==> src/sss_consts.vh <==
// Register offsets, field positions, reset values and timing for the serial shift unit
`ifndef SSS_CONSTS_VH
`define SSS_CONSTS_VH
`define SSS_ADDR_CTRL      2'h0
`define SSS_ADDR_STAT      2'h1
`define SSS_ADDR_DATA_U    2'h2
`define SSS_ADDR_DATA_L    2'h3
`define SSS_CTRL_RESET     8'h00
`define SSS_STAT_RESET     8'h9c
`define SSS_STAT_FIXED     8'h9c
`define SSS_BIT_LEVEL      6
`define SSS_BIT_OVERRUN    5
`define SSS_BIT_TAIL       1
`define SSS_BIT_START      0
`define SSS_BIT_MODE_HI    7
`define SSS_BIT_MODE_LO    6
`define SSS_BIT_MARK_EN    5
`define SSS_BIT_LATCH      4
`define SSS_BIT_CLK_SRC    3
`define SSS_MODE_8BIT      2'h0
`define SSS_MODE_16BIT     2'h1
`define SSS_MODE_CONT      2'h2
`define SSS_BITS_8         5'h08
`define SSS_BITS_16        5'h10
`define SSS_TAIL_HALVES    2'h2
`endif

==> src/sss_shift_unit.v <==
// Synchronous serial shift unit: registers, clock divider, shifter, flags
// How it works
// (RL1) Status register resets to 9c with all live flags clear.
// (RL2) Status bit 7 always reads one; writes ignored.
// (RL3) Status bits 4..2 read one to match reset value; writes ignored.
// (RL4) Writing idle level drives the data output pin at once.
// (RL5) Reading idle level returns the live data output pin level.
// (RL6) Idle level holds until next transfer; then last bit stays driven.
// (RL7) Software must not write status during a transfer.
// (RL8) External clock rising edge after completion sets the overrun flag.
// (RL9) Overrun clears only by writing zero after reading it as one.
// (RL10) Tail flag reads one only while tail marker is sent.
// (RL11) Writing one to start begins a transfer except in mode 10; zero ignored.
// (RL12) Start flag stays one until the transfer completes: busy.
// (RL13) Eight and sixteen bit words using upper and lower registers.
// (RL14) Sixteen bit: upper shifts into lower; input enters upper MSB.
// (RL15) Eight bit: lower shifts out LSB first, input enters its MSB.
// (RL16) Data registers valid only after completion; no reset value.
// (RL17) Internal source drives clock pin; external source makes it input.
// (RL18) Mode 10 drives the prescaler clock continuously on the clock pin; only with internal source, external keeps the pin an input.
// (RL19) Transmit bit changes on falling edge, holds to next rising edge.
// (RL20) Receive data is sampled on rising serial clock edge.
// (RL21) Mode field: 00 eight bit, 01 sixteen bit, 10 continuous clock.
// (RL22) Clock source bit and three bit prescaler ratio 1024 down to 2.
// (RL23) Any control write during a transfer stops it.
// (RL24) Internal clock stops at completion until start is set again.
// (RL25) Divider counter makes clock rates; bit counter detects completion.
`timescale 1ns/10ps
`include "sss_consts.vh"
module sss_shift_unit (
  input  wire       sys_clk,
  input  wire       resetn,
  input  wire [1:0] reg_addr,
  input  wire [7:0] reg_wdata,
  input  wire       reg_wr,
  input  wire       reg_rd,
  output reg  [7:0] reg_rdata,
  input  wire       serial_clock_pin_in,
  output reg        serial_clock_pin_out,
  output reg        serial_clock_pin_oe,
  input  wire       serial_data_in_pin,
  output reg        serial_data_out_pin
);
  localparam [3:0] ST_IDLE  = 4'h1;
  localparam [3:0] ST_SHIFT = 4'h2;
  localparam [3:0] ST_TAIL  = 4'h4;
  localparam [3:0] ST_DONE  = 4'h8;

  reg  [7:0]  ctrl_q;
  reg  [7:0]  data_u_q;
  reg  [7:0]  data_l_q;
  reg         overrun_flag_q;
  reg         overrun_seen_q;
  reg         start_busy_flag_q;
  reg  [3:0]  state_q;
  reg  [4:0]  bit_cnt_q;
  reg  [1:0]  tail_cnt_q;
  reg  [9:0]  div_q;
  reg         int_clk_q;
  reg         sck_meta_q;
  reg         sck_sync_q;
  reg         sck_prev_q;
  reg         din_meta_q;
  reg         din_sync_q;
  reg         armed_q;

  wire [1:0]  mode_sel      = ctrl_q[`SSS_BIT_MODE_HI:`SSS_BIT_MODE_LO];
  wire        tail_marker_enable = ctrl_q[`SSS_BIT_MARK_EN];
  wire        clock_source_select = ctrl_q[`SSS_BIT_CLK_SRC];
  wire        wide_mode     = (mode_sel == `SSS_MODE_16BIT); // [RL21]
  wire [4:0]  word_bits     = wide_mode ? `SSS_BITS_16 : `SSS_BITS_8;
  wire        wr_ctrl       = reg_wr && (reg_addr == `SSS_ADDR_CTRL);
  wire        wr_stat       = reg_wr && (reg_addr == `SSS_ADDR_STAT);
  wire        busy          = (state_q == ST_SHIFT);
  // A rise seen before the first fall is not a bit: the peer never saw it
  wire        shift_now     = busy && ser_rise && armed_q;
  wire        tail_marker_active = (state_q == ST_TAIL);
  reg  [3:0]  div_idx;
  reg         int_rise;
  reg         int_fall;
  reg         ser_rise;
  reg         ser_fall;

  // Divider tap for the selected prescaler ratio
  always @* begin
    case (ctrl_q[2:0]) // [RL22]
      3'h0:    div_idx = 4'h9;
      3'h1:    div_idx = 4'h7;
      3'h2:    div_idx = 4'h5;
      3'h3:    div_idx = 4'h4;
      3'h4:    div_idx = 4'h3;
      3'h5:    div_idx = 4'h2;
      3'h6:    div_idx = 4'h1;
      default: div_idx = 4'h0;
    endcase
  end

  // Serial clock edges from the divider or the synchronised pin
  always @* begin
    int_rise = 1'b0;
    int_fall = 1'b0;
    if (div_q[div_idx] != int_clk_q) begin
      int_rise = div_q[div_idx];
      int_fall = ~div_q[div_idx];
    end
    if (clock_source_select) begin // [RL22]
      ser_rise = sck_sync_q & ~sck_prev_q;
      ser_fall = ~sck_sync_q & sck_prev_q;
    end else begin
      ser_rise = int_rise;
      ser_fall = int_fall;
    end
  end

  // Pin synchronisers
  always @(posedge sys_clk) begin
    if (!resetn) begin
      sck_meta_q <= 1'b1;
      sck_sync_q <= 1'b1;
      sck_prev_q <= 1'b1;
      din_meta_q <= 1'b0;
      din_sync_q <= 1'b0;
    end else begin
      sck_meta_q <= serial_clock_pin_in;
      sck_sync_q <= sck_meta_q;
      sck_prev_q <= sck_sync_q;
      din_meta_q <= serial_data_in_pin;
      din_sync_q <= din_meta_q;
    end
  end

  // Prescaler counter on the system clock
  always @(posedge sys_clk) begin
    if (!resetn) begin
      div_q     <= 10'h000;
      int_clk_q <= 1'b0;
    end else begin
      div_q     <= div_q + 10'h001; // [RL25]
      int_clk_q <= div_q[div_idx];
    end
  end

  // Clock pin drive: idle high, toggles while shifting or in continuous mode
  always @(posedge sys_clk) begin
    if (!resetn) begin
      serial_clock_pin_out <= 1'b1;
      serial_clock_pin_oe  <= 1'b1;
    end else begin
      serial_clock_pin_oe <= ~clock_source_select; // [RL17]
      if (mode_sel == `SSS_MODE_CONT)
        serial_clock_pin_out <= ~div_q[div_idx]; // [RL18]
      else if (busy && (int_rise || int_fall))
        serial_clock_pin_out <= int_rise;
      else if (!busy)
        serial_clock_pin_out <= 1'b1; // [RL24]
    end
  end

  // Transfer sequencer, data output pin and status flags
  always @(posedge sys_clk) begin
    if (!resetn) begin
      ctrl_q              <= `SSS_CTRL_RESET;
      state_q             <= ST_IDLE;
      bit_cnt_q           <= 5'h00;
      tail_cnt_q          <= 2'h0;
      start_busy_flag_q   <= 1'b0; // [RL1]
      overrun_flag_q      <= 1'b0; // [RL1]
      overrun_seen_q      <= 1'b0;
      armed_q             <= 1'b0;
      serial_data_out_pin <= 1'b0; // [RL1]
    end else begin
      if (reg_rd && (reg_addr == `SSS_ADDR_STAT) && overrun_flag_q)
        overrun_seen_q <= 1'b1;
      if (wr_ctrl) begin
        ctrl_q  <= reg_wdata;
        state_q <= ST_IDLE; // [RL23]
        start_busy_flag_q <= 1'b0;
      end else if (wr_stat) begin
        if (reg_wdata[`SSS_BIT_START] && (mode_sel != `SSS_MODE_CONT)) begin // [RL11]
          serial_data_out_pin <= data_l_q[0]; // [RL6]
          start_busy_flag_q <= 1'b1; // [RL12]
          state_q   <= ST_SHIFT;
          bit_cnt_q <= 5'h00;
          armed_q   <= 1'b0;
        end else begin
          serial_data_out_pin <= reg_wdata[`SSS_BIT_LEVEL]; // [RL4]
        end
      end else begin
        case (state_q)
          ST_SHIFT: begin
            if (ser_fall) begin
              serial_data_out_pin <= data_l_q[0]; // [RL19] [RL6]
              armed_q <= 1'b1;
            end
            if (shift_now) begin
              bit_cnt_q <= bit_cnt_q + 5'h01; // [RL25]
              if (bit_cnt_q + 5'h01 == word_bits) begin
                start_busy_flag_q <= 1'b0; // [RL12]
                tail_cnt_q <= 2'h0;
                state_q <= tail_marker_enable ? ST_TAIL : ST_DONE;
              end
            end
          end
          ST_TAIL: begin
            if (int_rise || int_fall) begin
              tail_cnt_q <= tail_cnt_q + 2'h1;
              if (tail_cnt_q + 2'h1 == `SSS_TAIL_HALVES)
                state_q <= ST_DONE;
            end
          end
          ST_DONE: state_q <= ST_DONE;
          ST_IDLE: state_q <= ST_IDLE;
          default: state_q <= ST_IDLE;
        endcase
      end
      // Set beats the clear: a stray edge in the clearing cycle still flags
      if (clock_source_select && (state_q == ST_DONE) && ser_rise) begin
        overrun_flag_q <= 1'b1; // [RL8]
      end else if (wr_stat && !reg_wdata[`SSS_BIT_OVERRUN] && overrun_seen_q) begin
        overrun_flag_q <= 1'b0; // [RL9]
        overrun_seen_q <= 1'b0;
      end
    end
  end

  // Shift path; data registers are not reset
  always @(posedge sys_clk) begin
    if (reg_wr && (reg_addr == `SSS_ADDR_DATA_U) && !busy)
      data_u_q <= reg_wdata; // [RL16]
    else if (shift_now && wide_mode)
      data_u_q <= {din_sync_q, data_u_q[7:1]}; // [RL14] [RL20]
    if (reg_wr && (reg_addr == `SSS_ADDR_DATA_L) && !busy)
      data_l_q <= reg_wdata;
    else if (shift_now)
      data_l_q <= {wide_mode ? data_u_q[0] : din_sync_q, data_l_q[7:1]}; // [RL13] [RL15]
  end

  // Read port, data one cycle after the strobe
  always @(posedge sys_clk) begin
    if (!resetn) begin
      reg_rdata <= 8'h00;
    end else if (reg_rd) begin
      case (reg_addr)
        `SSS_ADDR_CTRL:   reg_rdata <= ctrl_q;
        `SSS_ADDR_STAT:   reg_rdata <= `SSS_STAT_FIXED // [RL2] [RL3]
                                     | {1'b0, serial_data_out_pin, overrun_flag_q, 3'h0,
                                        tail_marker_active, start_busy_flag_q}; // [RL5] [RL10]
        `SSS_ADDR_DATA_U: reg_rdata <= data_u_q;
        default:          reg_rdata <= data_l_q;
      endcase
    end else begin
      reg_rdata <= 8'h00;
    end
  end
endmodule

==> config.mk <==
export PLATFORM = sky130hd
export DESIGN_NAME = sss_shift_unit
export DESIGN_NICKNAME = d
export VERILOG_FILES = /design/src/sss_shift_unit.v
export VERILOG_INCLUDE_DIRS = /design/src /design/src/src
export SDC_FILE = /design/constraint.sdc
export NUM_CORES = 1
export LEC_CHECK = 0
export BUFFER_PORTS_ARGS = -buffer_cell sky130_fd_sc_hd__clkbuf_2
export CAP_MARGIN = 20
export CORE_UTILIZATION = 35
export CTS_CLUSTER_SIZE = 14
export DETAILED_ROUTE_END_ITERATION = 10
export MAX_ROUTING_LAYER = met4
export PLACE_DENSITY = 0.61
export SETUP_SLACK_MARGIN = 0.4
export SLEW_MARGIN = 20
export SYNTH_ARGS = -nofsm -noshare
export SYNTH_HDL_FRONTEND = slang
export SYNTH_SLANG_ARGS = --single-unit
==> constraint.sdc <==
create_clock -name sys_clk -period 2.25 [get_ports sys_clk]
set_input_delay 0.1125 -clock sys_clk [delete_from_list [all_inputs] [get_ports sys_clk]]
set_output_delay 0.1125 -clock sys_clk [all_outputs]
set_load 0.1 [all_outputs]
==> results of run 1 <==
synth_stat cells (6+ instances only):
cell	n	share of area
nor2b_1	7	0.014
mux2_2	10	0.036
nand3_1	14	0.023
dfxtp_1	50	0.32
nand2b_1	7	0.014
o22ai_1	6	0.012
nand2_1	21	0.025
o21ai_0	9	0.015
mux4_2	6	0.044
inv_1	8	0.0097
edfxtp_1	16	0.16
xor2_1	7	0.020
nand3b_1	6	0.015
nor2_1	31	0.038
mux2i_1	15	0.049
mux2_1	8	0.029
clkbuf_1	7	0.0085
a21oi_1	8	0.013
metal layers:
metal	share of wire	wire length, um	track usage	vias to the layer above
met4	0.013	89	0.0460	0
met3	0.058	404	0.0569	11
met1	0.46	3210	0.222	1132
met2	0.47	3290	0.262	63
li1	-	-	-	1155
met5	0	0	-	-
repair_timing:
| item | in CTS | in global routing |
|---|---|---|
| setup endpoints to repair | 45 | 39 |
| endpoints found under the hold margin | 2 | 0 |
| hold buffers | 2 | 0 |
| buffers inserted | 2 | 7 |
| gates resized for setup | 12 | 28 |
| pin swaps | 4 | 13 |
per-stage QoR:
| step | setup TNS, ps | cells | hold WS [ps] | worst slack, ps | cell area [um^2] |
|---|---|---|---|---|---|
| CTS | 0 | 449 | 30.7 | 3.58 | 3730 |
| finish | -167 | 456 | 34.6 | -30.4 | 3900 |
| global placement | 0 | 429 | 300 | 28.5 | 3440 |
| floorplan | -46.1 | 291 | 214 | -46.1 | 3110 |
| global route | -1430 | 456 | 65.3 | -140 | 3900 |
| detailed placement | -78.7 | 429 | 302 | -36.8 | 3440 |
power breakdown:
group          switching [mW]  internal, mW
logic                   0.151        0.0838
registers              0.0182          1.24
clock network           0.462         0.509
total                   0.631          1.84
final cells by class:
| cell class | instances | area [um^2] |
|---|---|---|
| clock buffer | 9 | 124 |
| clock inverter | 7 | 70.1 |
| fill | 784 | 4480 |
| inverter | 8 | 30.0 |
| multi-input combinational | 206 | 1680 |
| sequential | 66 | 1490 |
| tap | 105 | 131 |
| timing repair buffer | 55 | 375 |
state kept, by name, summed over array words and instances (netlist names):
register,flops
serial_clock_pin_out,1
overrun_flag_q,1
sck_meta_q,1
din_meta_q,1
sck_sync_q,1
sck_prev_q,1
data_l_q,8
data_u_q,8
int_clk_q,1
reg_rdata,8
serial_data_out_pin,1
ctrl_q,8
state_q,4
tail_cnt_q,2
armed_q,1
din_sync_q,1
serial_clock_pin_oe,1
overrun_seen_q,1
div_q,10
bit_cnt_q,5
start_busy_flag_q,1
worst paths after layout:
| kind | from | end | slack, ps | depth (start not counted) |
|---|---|---|---|---|
| max | ctrl_q[1] | data_l_q[3] | -30 | 10 |
| min | reg_wdata[4] | ctrl_q[4] | 30 | 3 |
| max reg2reg | ctrl_q[1] | data_l_q[3] | -30 | 10 |
| min reg2reg | sck_meta_q | sck_sync_q | 410 | 1 |
kinds of logic (layout without fill, tap and decap cells):
| logic type | Yosys count | count (layout) | synth area share |
|---|---|---|---|
| xor+xnor | 10 | 10 | 0.0283 |
| compound gates | 37 | 37 | 0.0821 |
| simple gates | 115 | 115 | 0.201 |
| buf+inv | 19 | 79 | 0.0315 |
| mux | 39 | 39 | 0.158 |
| flops | 66 | 66 | 0.479 |
| fa+ha+maj | 5 | 5 | 0.0202 |
worst register-to-register path: cells and delay by family (launching register included):
kind | cells | cell delay, ps
AOI/OAI and AO/OA | 1 | 190
adders and majority gates | 1 | 160
DFF | 1 | 340
and+or+nand+nor | 2 | 190
muxes | 2 | 690
buffers and inverters | 4 | 470
==> impl_metrics.yaml, run 1 <==
floorplanning:
  die-area_mm2: 0.00922
  initial_core_util: 0.369
  num_rows: 33
  die_w_um: 96.0
  io_pins: 27
  design.core.area_mm2: 0.00838
  die_y_um: 96.0
global_route:
  grt_max_degree: 20
  grt_pass1_vias: 2254
  antenna_found_initial: 0
  grt-ovfl-total: 0
  track_usage: 0.173
  grt_pass1_wl_um: 11400
setup_path:
  crit_required_ps: 2350
  arrival_ps: 2380
  start_kind: "flip-flop"
  cp_common_cell: "buf_6"
  slowest_stage: "mux4_2"
  max_stage_delay_ps: 500
  crit_buf_inv: 4
  critPathMaxFanout: 8
  crit_type: "reg -> reg"
  critical_path.cell_chain: "mux4_2 -> mux2i_2 -> inv_2 -> ha_4 -> nor2b_4 -> o211ai_4 -> buf_4 -> buf_6 -> nand2_1 -> buf_6"
  crit_family: "multiplexers"
  worst_setup_path_end_kind: "flip-flop"
pwr:
  max-vdd-ir-drop_mv: 0.394
  total_power_mw: 2.47
  power_density_mw_per_mm2: 632
  leakagePower_nw: 1.54
sta:
  slew_headroom: 0.488
  hold_viol: 0
  tightest_slew_ps: 765
  fin_skew_ps: 13.9
  drv_slew: 0
  worst_slack_ps: -30.4
  fin_crit_sh: 1.01
  period_needed_ps: 2280
  finalSetupViolations: 9
  clock.fmax_ghz: 0.439
  rsz0062_at_grt: "true"
synth:
  ys_seq_area_frac: 0.479
  synthCells: 291
  yosysWarnings: 0
  ys_ff_latch: 66
  ys.flop_type: "dfxtp_1"
  syn_avg_cell_area_um2: 10.6
  synth_edf_count: 16
  syn_nets: 312
  synthDistinctLibCells: 48
  async_reset_ff_frac: 0
  synth_area_mm2: 0.00309
clock_tree:
  cts.sinks: 66
  cts_buffers: 9
  cts_tree: "built"
  clock_path_buffers: 2
  clkLatencyLatePin_ps: 350
  clk_pin_slew_ps: 80
  htreeDepth: 3
  clockRootBuffer: "clkbuf_8"
worst_hold_path:
  hold_path.class: "in -> reg"
detailed_routing:
  drt_iter0_markers: 138
  vias: 2361
  totalWireLength_um: 7000
  drt_drc_violations_left: 0
  wire_per_inst_um: 15.3
  drt-pass1-iter-count: 4
  ant_nets: 0
  via_per_inst: 5.18
placement:
  dp_hpwl_um: 5020
  io_buffers: 26
  place_congestion: 0.791
cells_and_area:
  postLayoutCoreUtil: 0.465
  drive_above_1_share: 0.330
  antenna_cells: 0
  final_cell_mix: "dfxtp_1, nor2_1, clkbuf_2"
  mostFrequentLayoutCell: "dfxtp_1"
  area_growth_pct: 26.1
  final_nets: 367
run_status:
  outcome: "finished, violations left"
  failed_checks: "setup timing"
run:
  maxCapViolations: 0
No activity file was read; power rests on OpenSTA's default activity.
==> inputs of run 2 (changes only) <==
--- a/config.mk
+++ b/config.mk
@@ -11,6 +11,7 @@
 export CORE_UTILIZATION = 35
 export CTS_CLUSTER_SIZE = 14
 export DETAILED_ROUTE_END_ITERATION = 10
+export GPL_TIMING_DRIVEN = 0
 export MAX_ROUTING_LAYER = met4
 export PLACE_DENSITY = 0.61
 export SETUP_SLACK_MARGIN = 0.4
==> run 2 against run 1 <==
- largest power group unchanged
- design area fell by 2.4%
- sequential power is essentially flat
- highest routed layer unchanged
- clock skew is 5.9 ps lower
- clock-buffer cell count grew 2
- combinational power is 4% lower
- via count fell by 1.4%
- maximum frequency fell by 0.33%
- the run still ends with setup timing left
- routed wire length grew 1.4%
- critical path depth is 1 lower
- non-clock buffer count shrank 3
- total power fell by 0.53%
- worst setup slack lost 7.5 ps
==> impl_metrics.yaml, run 2 (synthesized netlist as in run 1, its figures left out) <==
placement:
  place_ws_ps: -284
  io_buffers: 24
  place_congestion: 0.809
  dpl_cell_area_mm2: 0.00336
  dp_hpwl_um: 4970
pwr:
  max-vdd-ir-drop_mv: 0.351
  pwr-share-seq: 0.515
  total_power_mw: 2.45
  switching_share: 0.255
  leakagePower_nw: 1.46
  clkPwrFrac: 0.394
  power_density_mw_per_mm2: 644
  switchingPower_uw: 625
  p_int_mw: 1.83
  p_comb_frac: 0.092
clock_tree:
  htreeDepth: 3
  clockRootBuffer: "clkbuf_8"
  clock_path_buffers: 2
  cts_tree: "built"
  clk_pin_slew_ps: 70
  clkLatencyLatePin_ps: 350
  cts.sinks: 66
  cts_buffers: 9
detailed_routing:
  vias: 2328
  drt_drc_violations_left: 0
  drt_iter0_markers: 91
  totalWireLength_um: 7090
  drt-pass1-iter-count: 4
  ant_nets: 0
  via_per_inst: 5.14
  wire_per_inst_um: 15.7
sta:
  period_needed_ps: 2290
  hold_viol: 0
  hold_slack_ps: 36.4
  drv_slew: 0
  fin_crit_sh: 1.02
  fin_skew_ps: 8.05
  slew_headroom: 0.573
  setup-tns-final_ps: -308
  clock.fmax_ghz: 0.437
  tightest_slew_ps: 622
  finalSetupViolations: 12
  rsz0062_at_grt: "true"
  worst_slack_ps: -37.8
cells_and_area:
  seqCellArea_mm2: 0.00149
  multi_input_area_mm2: 0.00164
  drive_above_1_share: 0.290
  area_growth_pct: 23.1
  nFillCells: 800
  final_nets: 364
  design_area_mm2: 0.00381
  regMostFlops: "div_q"
  antenna_cells: 0
  mostFrequentLayoutCell: "dfxtp_1"
  largest_reg_flops: 10
  final_cell_mix: "dfxtp_1, nor2_1, clkbuf_2"
setup_path:
  worst-r2r-cell-count: 9
  rr_startpoint: "ctrl_q[1]"
  arrival_ps: 2360
  worst_setup_path_end_kind: "flip-flop"
  crit_type: "reg -> reg"
  rrSetupSlack_ps: -40
  crit_required_ps: 2320
  critPathMaxFanout: 8
  setup.worst_path.start: "ctrl_q[1]"
  start_kind: "flip-flop"
  r2r-end: "data_u_q[1]"
floorplanning:
  die_y_um: 96.0
  die_w_um: 96.0
  design.core.area_mm2: 0.00838
  num_rows: 33
  initial_core_util: 0.369
  io_pins: 27
  die-area_mm2: 0.00922
worst_hold_path:
  hold_depth: 3
  hp-start: "reg_wdata[3]"
  whs_endpoint: "ctrl_q[3]"
  hold_path.class: "in -> reg"
global_route:
  grt_pass1_wl_um: 11300
  grt_pass1_vias: 2270
  track_usage: 0.172
  grt-ovfl-total: 0
  antenna_found_initial: 0
  grt_max_degree: 12
run:
  maxCapViolations: 0
run_status:
  failed_checks: "setup timing"
  outcome: "finished, violations left"
[run 2: repair_timing]
action                                 4_1_cts  5_1_grt
setup endpoints to repair                   45       45
hold buffers                                 2        0
resized for setup                           21       12
buffers inserted                            13        2
pin swaps                                   12       10
endpoints found under the hold margin        2        0
[run 2: power groups by stage]
stage,clock (mW),combinational [mW],sequential (mW)
after floorplan,0,0.108,1.33
after global placement,0,0.212,1.29
after detailed placement,0,0.213,1.29
after CTS,0.993,0.224,1.26
after global routing,1.03,0.242,1.27
final,0.966,0.225,1.26
[run 2: stage by stage]
| stage | std cells | utilization |
|---|---|---|
| after floorplan | 291 | - |
| after global placement | 420 | 0.401 |
| after detailed placement | 420 | 0.401 |
| after CTS | 451 | 0.448 |
| after global routing | 453 | 0.454 |
| final | 453 | 0.454 |
[run 2: worst max-delay path by stage]
stage / slack [ps] / end / depth (start not counted)
6_report: -40 / data_u_q[1] / 9
2_1_floorplan: -50 / bit_cnt_q[2] / 10
5_1_grt: -90 / bit_cnt_q[2] / 10
3_5_place_dp: -280 / bit_cnt_q[2] / 10
3_3_place_gp: -250 / bit_cnt_q[2] / 10
4_1_cts: -40 / bit_cnt_q[2] / 10
[run 2: cell type report]
class | count | share of cell area
Buffer | 11 | 0.0177
Clock buffer | 11 | 0.0345
Clock inverter | 5 | 0.0145
Inverter | 8 | 0.00788
Multi-Input combinational cell | 206 | 0.430
Sequential cell | 66 | 0.392
Tap cell | 105 | 0.0345
Timing Repair Buffer | 41 | 0.0683
[run 2: worst max-delay path, cell delays in order, from the launching register on]
cell and delay (ps):
dfxtp_4 360, mux4_2 530, mux2i_4 180, inv_2 60
ha_4 150, nor2b_4 130, o211ai_4 210, buf_4 170
buf_4 110, o22ai_4 110
[run 2: metal layers]
| layer | up-vias | GRT usage | share of wire | routed length [um] |
|---|---|---|---|---|
| li1 | 1150 | - | - | - |
| met1 | 1115 | 0.214 | 0.47 | 3330 |
| met2 | 50 | 0.266 | 0.46 | 3300 |
| met3 | 13 | 0.0450 | 0.052 | 366 |
| met4 | 0 | 0.0659 | 0.015 | 103 |
| met5 | - | - | 0 | 0 |
==> inputs of run 3 (changes only) <==
--- a/config.mk
+++ b/config.mk
@@ -8,12 +8,12 @@
 export LEC_CHECK = 0
 export BUFFER_PORTS_ARGS = -buffer_cell sky130_fd_sc_hd__clkbuf_2
 export CAP_MARGIN = 20
-export CORE_UTILIZATION = 35
+export CORE_UTILIZATION = 30
 export CTS_CLUSTER_SIZE = 14
 export DETAILED_ROUTE_END_ITERATION = 10
 export GPL_TIMING_DRIVEN = 0
 export MAX_ROUTING_LAYER = met4
-export PLACE_DENSITY = 0.61
+export PLACE_DENSITY = 0.55
 export SETUP_SLACK_MARGIN = 0.4
 export SLEW_MARGIN = 20
 export SYNTH_ARGS = -nofsm -noshare
==> run 3 against run 2 <==
- the run still ends with setup timing left
- maximum frequency up 0.29%
- first-iteration DRC count is 7.7% lower
- global-route usage fell by 2.4 points
- non-clock buffer count shrank 5
- sequential share of layout area shrank 0.30 points
- sequential power hardly changed
- total power grew 5.7%
==> impl_metrics.yaml, run 3 (synthesized netlist as in run 1, its figures left out) <==
run_status:
  outcome: "finished, violations left"
  failed_checks: "setup timing"
cells_and_area:
  regMostFlops: "div_q"
  final_nets: 359
  antenna_cells: 0
  nFillCells: 974
  area_growth_pct: 24.1
  drive_above_1_share: 0.286
  largest_reg_flops: 10
  postLayoutCoreUtil: 0.389
  final_cell_mix: "dfxtp_1, nor2_1, clkbuf_2"
  mostFrequentLayoutCell: "dfxtp_1"
sta:
  period_needed_ps: 2280
  slew_headroom: 0.534
  fin_skew_ps: 11.7
  setup-tns-final_ps: -230
  finalSetupViolations: 10
  rsz0062_at_grt: "true"
  hold_viol: 0
  tightest_slew_ps: 698
  fin_crit_sh: 1.01
  clock.fmax_ghz: 0.438
  worst_slack_ps: -31.3
  drv_slew: 0
  hold_slack_ps: 42.9
pwr:
  leakagePower_nw: 1.47
  power_density_mw_per_mm2: 675
  max-vdd-ir-drop_mv: 0.251
global_route:
  grt_pass1_wl_um: 12000
  grt_use_met2: 0.230
  grt_pass1_vias: 2286
  busiest_layer: "met2"
  grtUsageMet1: 0.189
  grt-ovfl-total: 0
  antenna_found_initial: 0
  grt_max_degree: 13
  track_usage: 0.148
  use_met3: 0.0384
floorplanning:
  die_y_um: 104
  die-area_mm2: 0.0107
  io_pins: 27
  design.core.area_mm2: 0.00986
  die_w_um: 104
  num_rows: 36
  initial_core_util: 0.314
detailed_routing:
  wire_per_inst_um: 15.4
  drt_iter0_markers: 84
  drt-pass1-iter-count: 4
  via_per_inst: 4.85
  vias: 2310
  drt_drc_violations_left: 0
  totalWireLength_um: 7310
  ant_nets: 0
clock_tree:
  clkLatencyLatePin_ps: 350
  cts_buffers: 9
  cts.sinks: 66
  clk_pin_slew_ps: 80
  cts_tree: "built"
  clockRootBuffer: "clkbuf_8"
  htreeDepth: 3
  clock_path_buffers: 2
setup_path:
  worst_setup_path_end_kind: "flip-flop"
  critPathMaxFanout: 8
  arrival_ps: 2340
  start_kind: "flip-flop"
  setup.worst_path.start: "ctrl_q[1]"
  crit_required_ps: 2310
  crit_type: "reg -> reg"
  rr_startpoint: "ctrl_q[1]"
worst_hold_path:
  hold_path.class: "in -> reg"
  hp-start: "reg_wdata[4]"
placement:
  dp_hpwl_um: 5160
  io_buffers: 24
  place_congestion: 0.831
run:
  maxCapViolations: 0
==> run 3: worst paths after layout <==
check | end | slack, ps | cells past startpoint
max | data_u_q[0] | -30 | 9
min | ctrl_q[4] | 40 | 3
max reg2reg | data_u_q[0] | -30 | 9
min reg2reg | sck_sync_q | 410 | 1
==> run 3: final cells by class <==
type,count,area (um^2),area share
multi-input combinational,206,1640,0.426
inverter,8,30.0,0.00782
sequential,66,1500,0.389
clock buffer,9,124,0.0322
tap,133,166,0.0433
buffer,11,67.6,0.0176
clock inverter,7,93.8,0.0244
timing repair buffer,36,228,0.0593
==> run 3: layer usage <==
| metal | part of all wire | vias to the layer above |
|---|---|---|
| li1 | - | 1145 |
| met1 | 0.47 | 1113 |
| met2 | 0.48 | 48 |
| met3 | 0.042 | 4 |
| met4 | 0.0077 | 0 |
| met5 | 0 | - |
==> run 3: worst max-delay path: stages (launching register included) <==
cell and delay, ps:
dfxtp_4 350, mux4_2 520, mux2i_4 170, inv_2 60, ha_4 150, nor2b_4 130
o211ai_4 220, buf_4 160, buf_4 110, o22ai_4 110
==> run 3: stage by stage <==
stage                     setup WS (ps)  std cells  instance area (um^2)  total power [mW]
after floorplan                   -46.1        291                  3110              1.44
after detailed placement           -309        448                  3400              1.51
after global routing               -128        476                  3840              2.69
after global placement             -288        448                  3400              1.51
after CTS                         -63.3        475                  3810              2.61
final                             -31.3        476                  3840              2.59
==> run 3: power breakdown <==
part	internal (mW)	leakage (nW)	switching, mW
sequential	1.24	0.559	0.0211
combinational	0.0813	0.810	0.149
clock	0.621	0.105	0.479
==> run 3: timing repair <==
item                                   4_1_cts  5_1_grt
resized for setup                           22        4
setup endpoints to repair                   45       38
pin swaps                                    4        0
hold buffers                                 2        0
setup buffers                                9        1
endpoints found under the hold margin        2        0
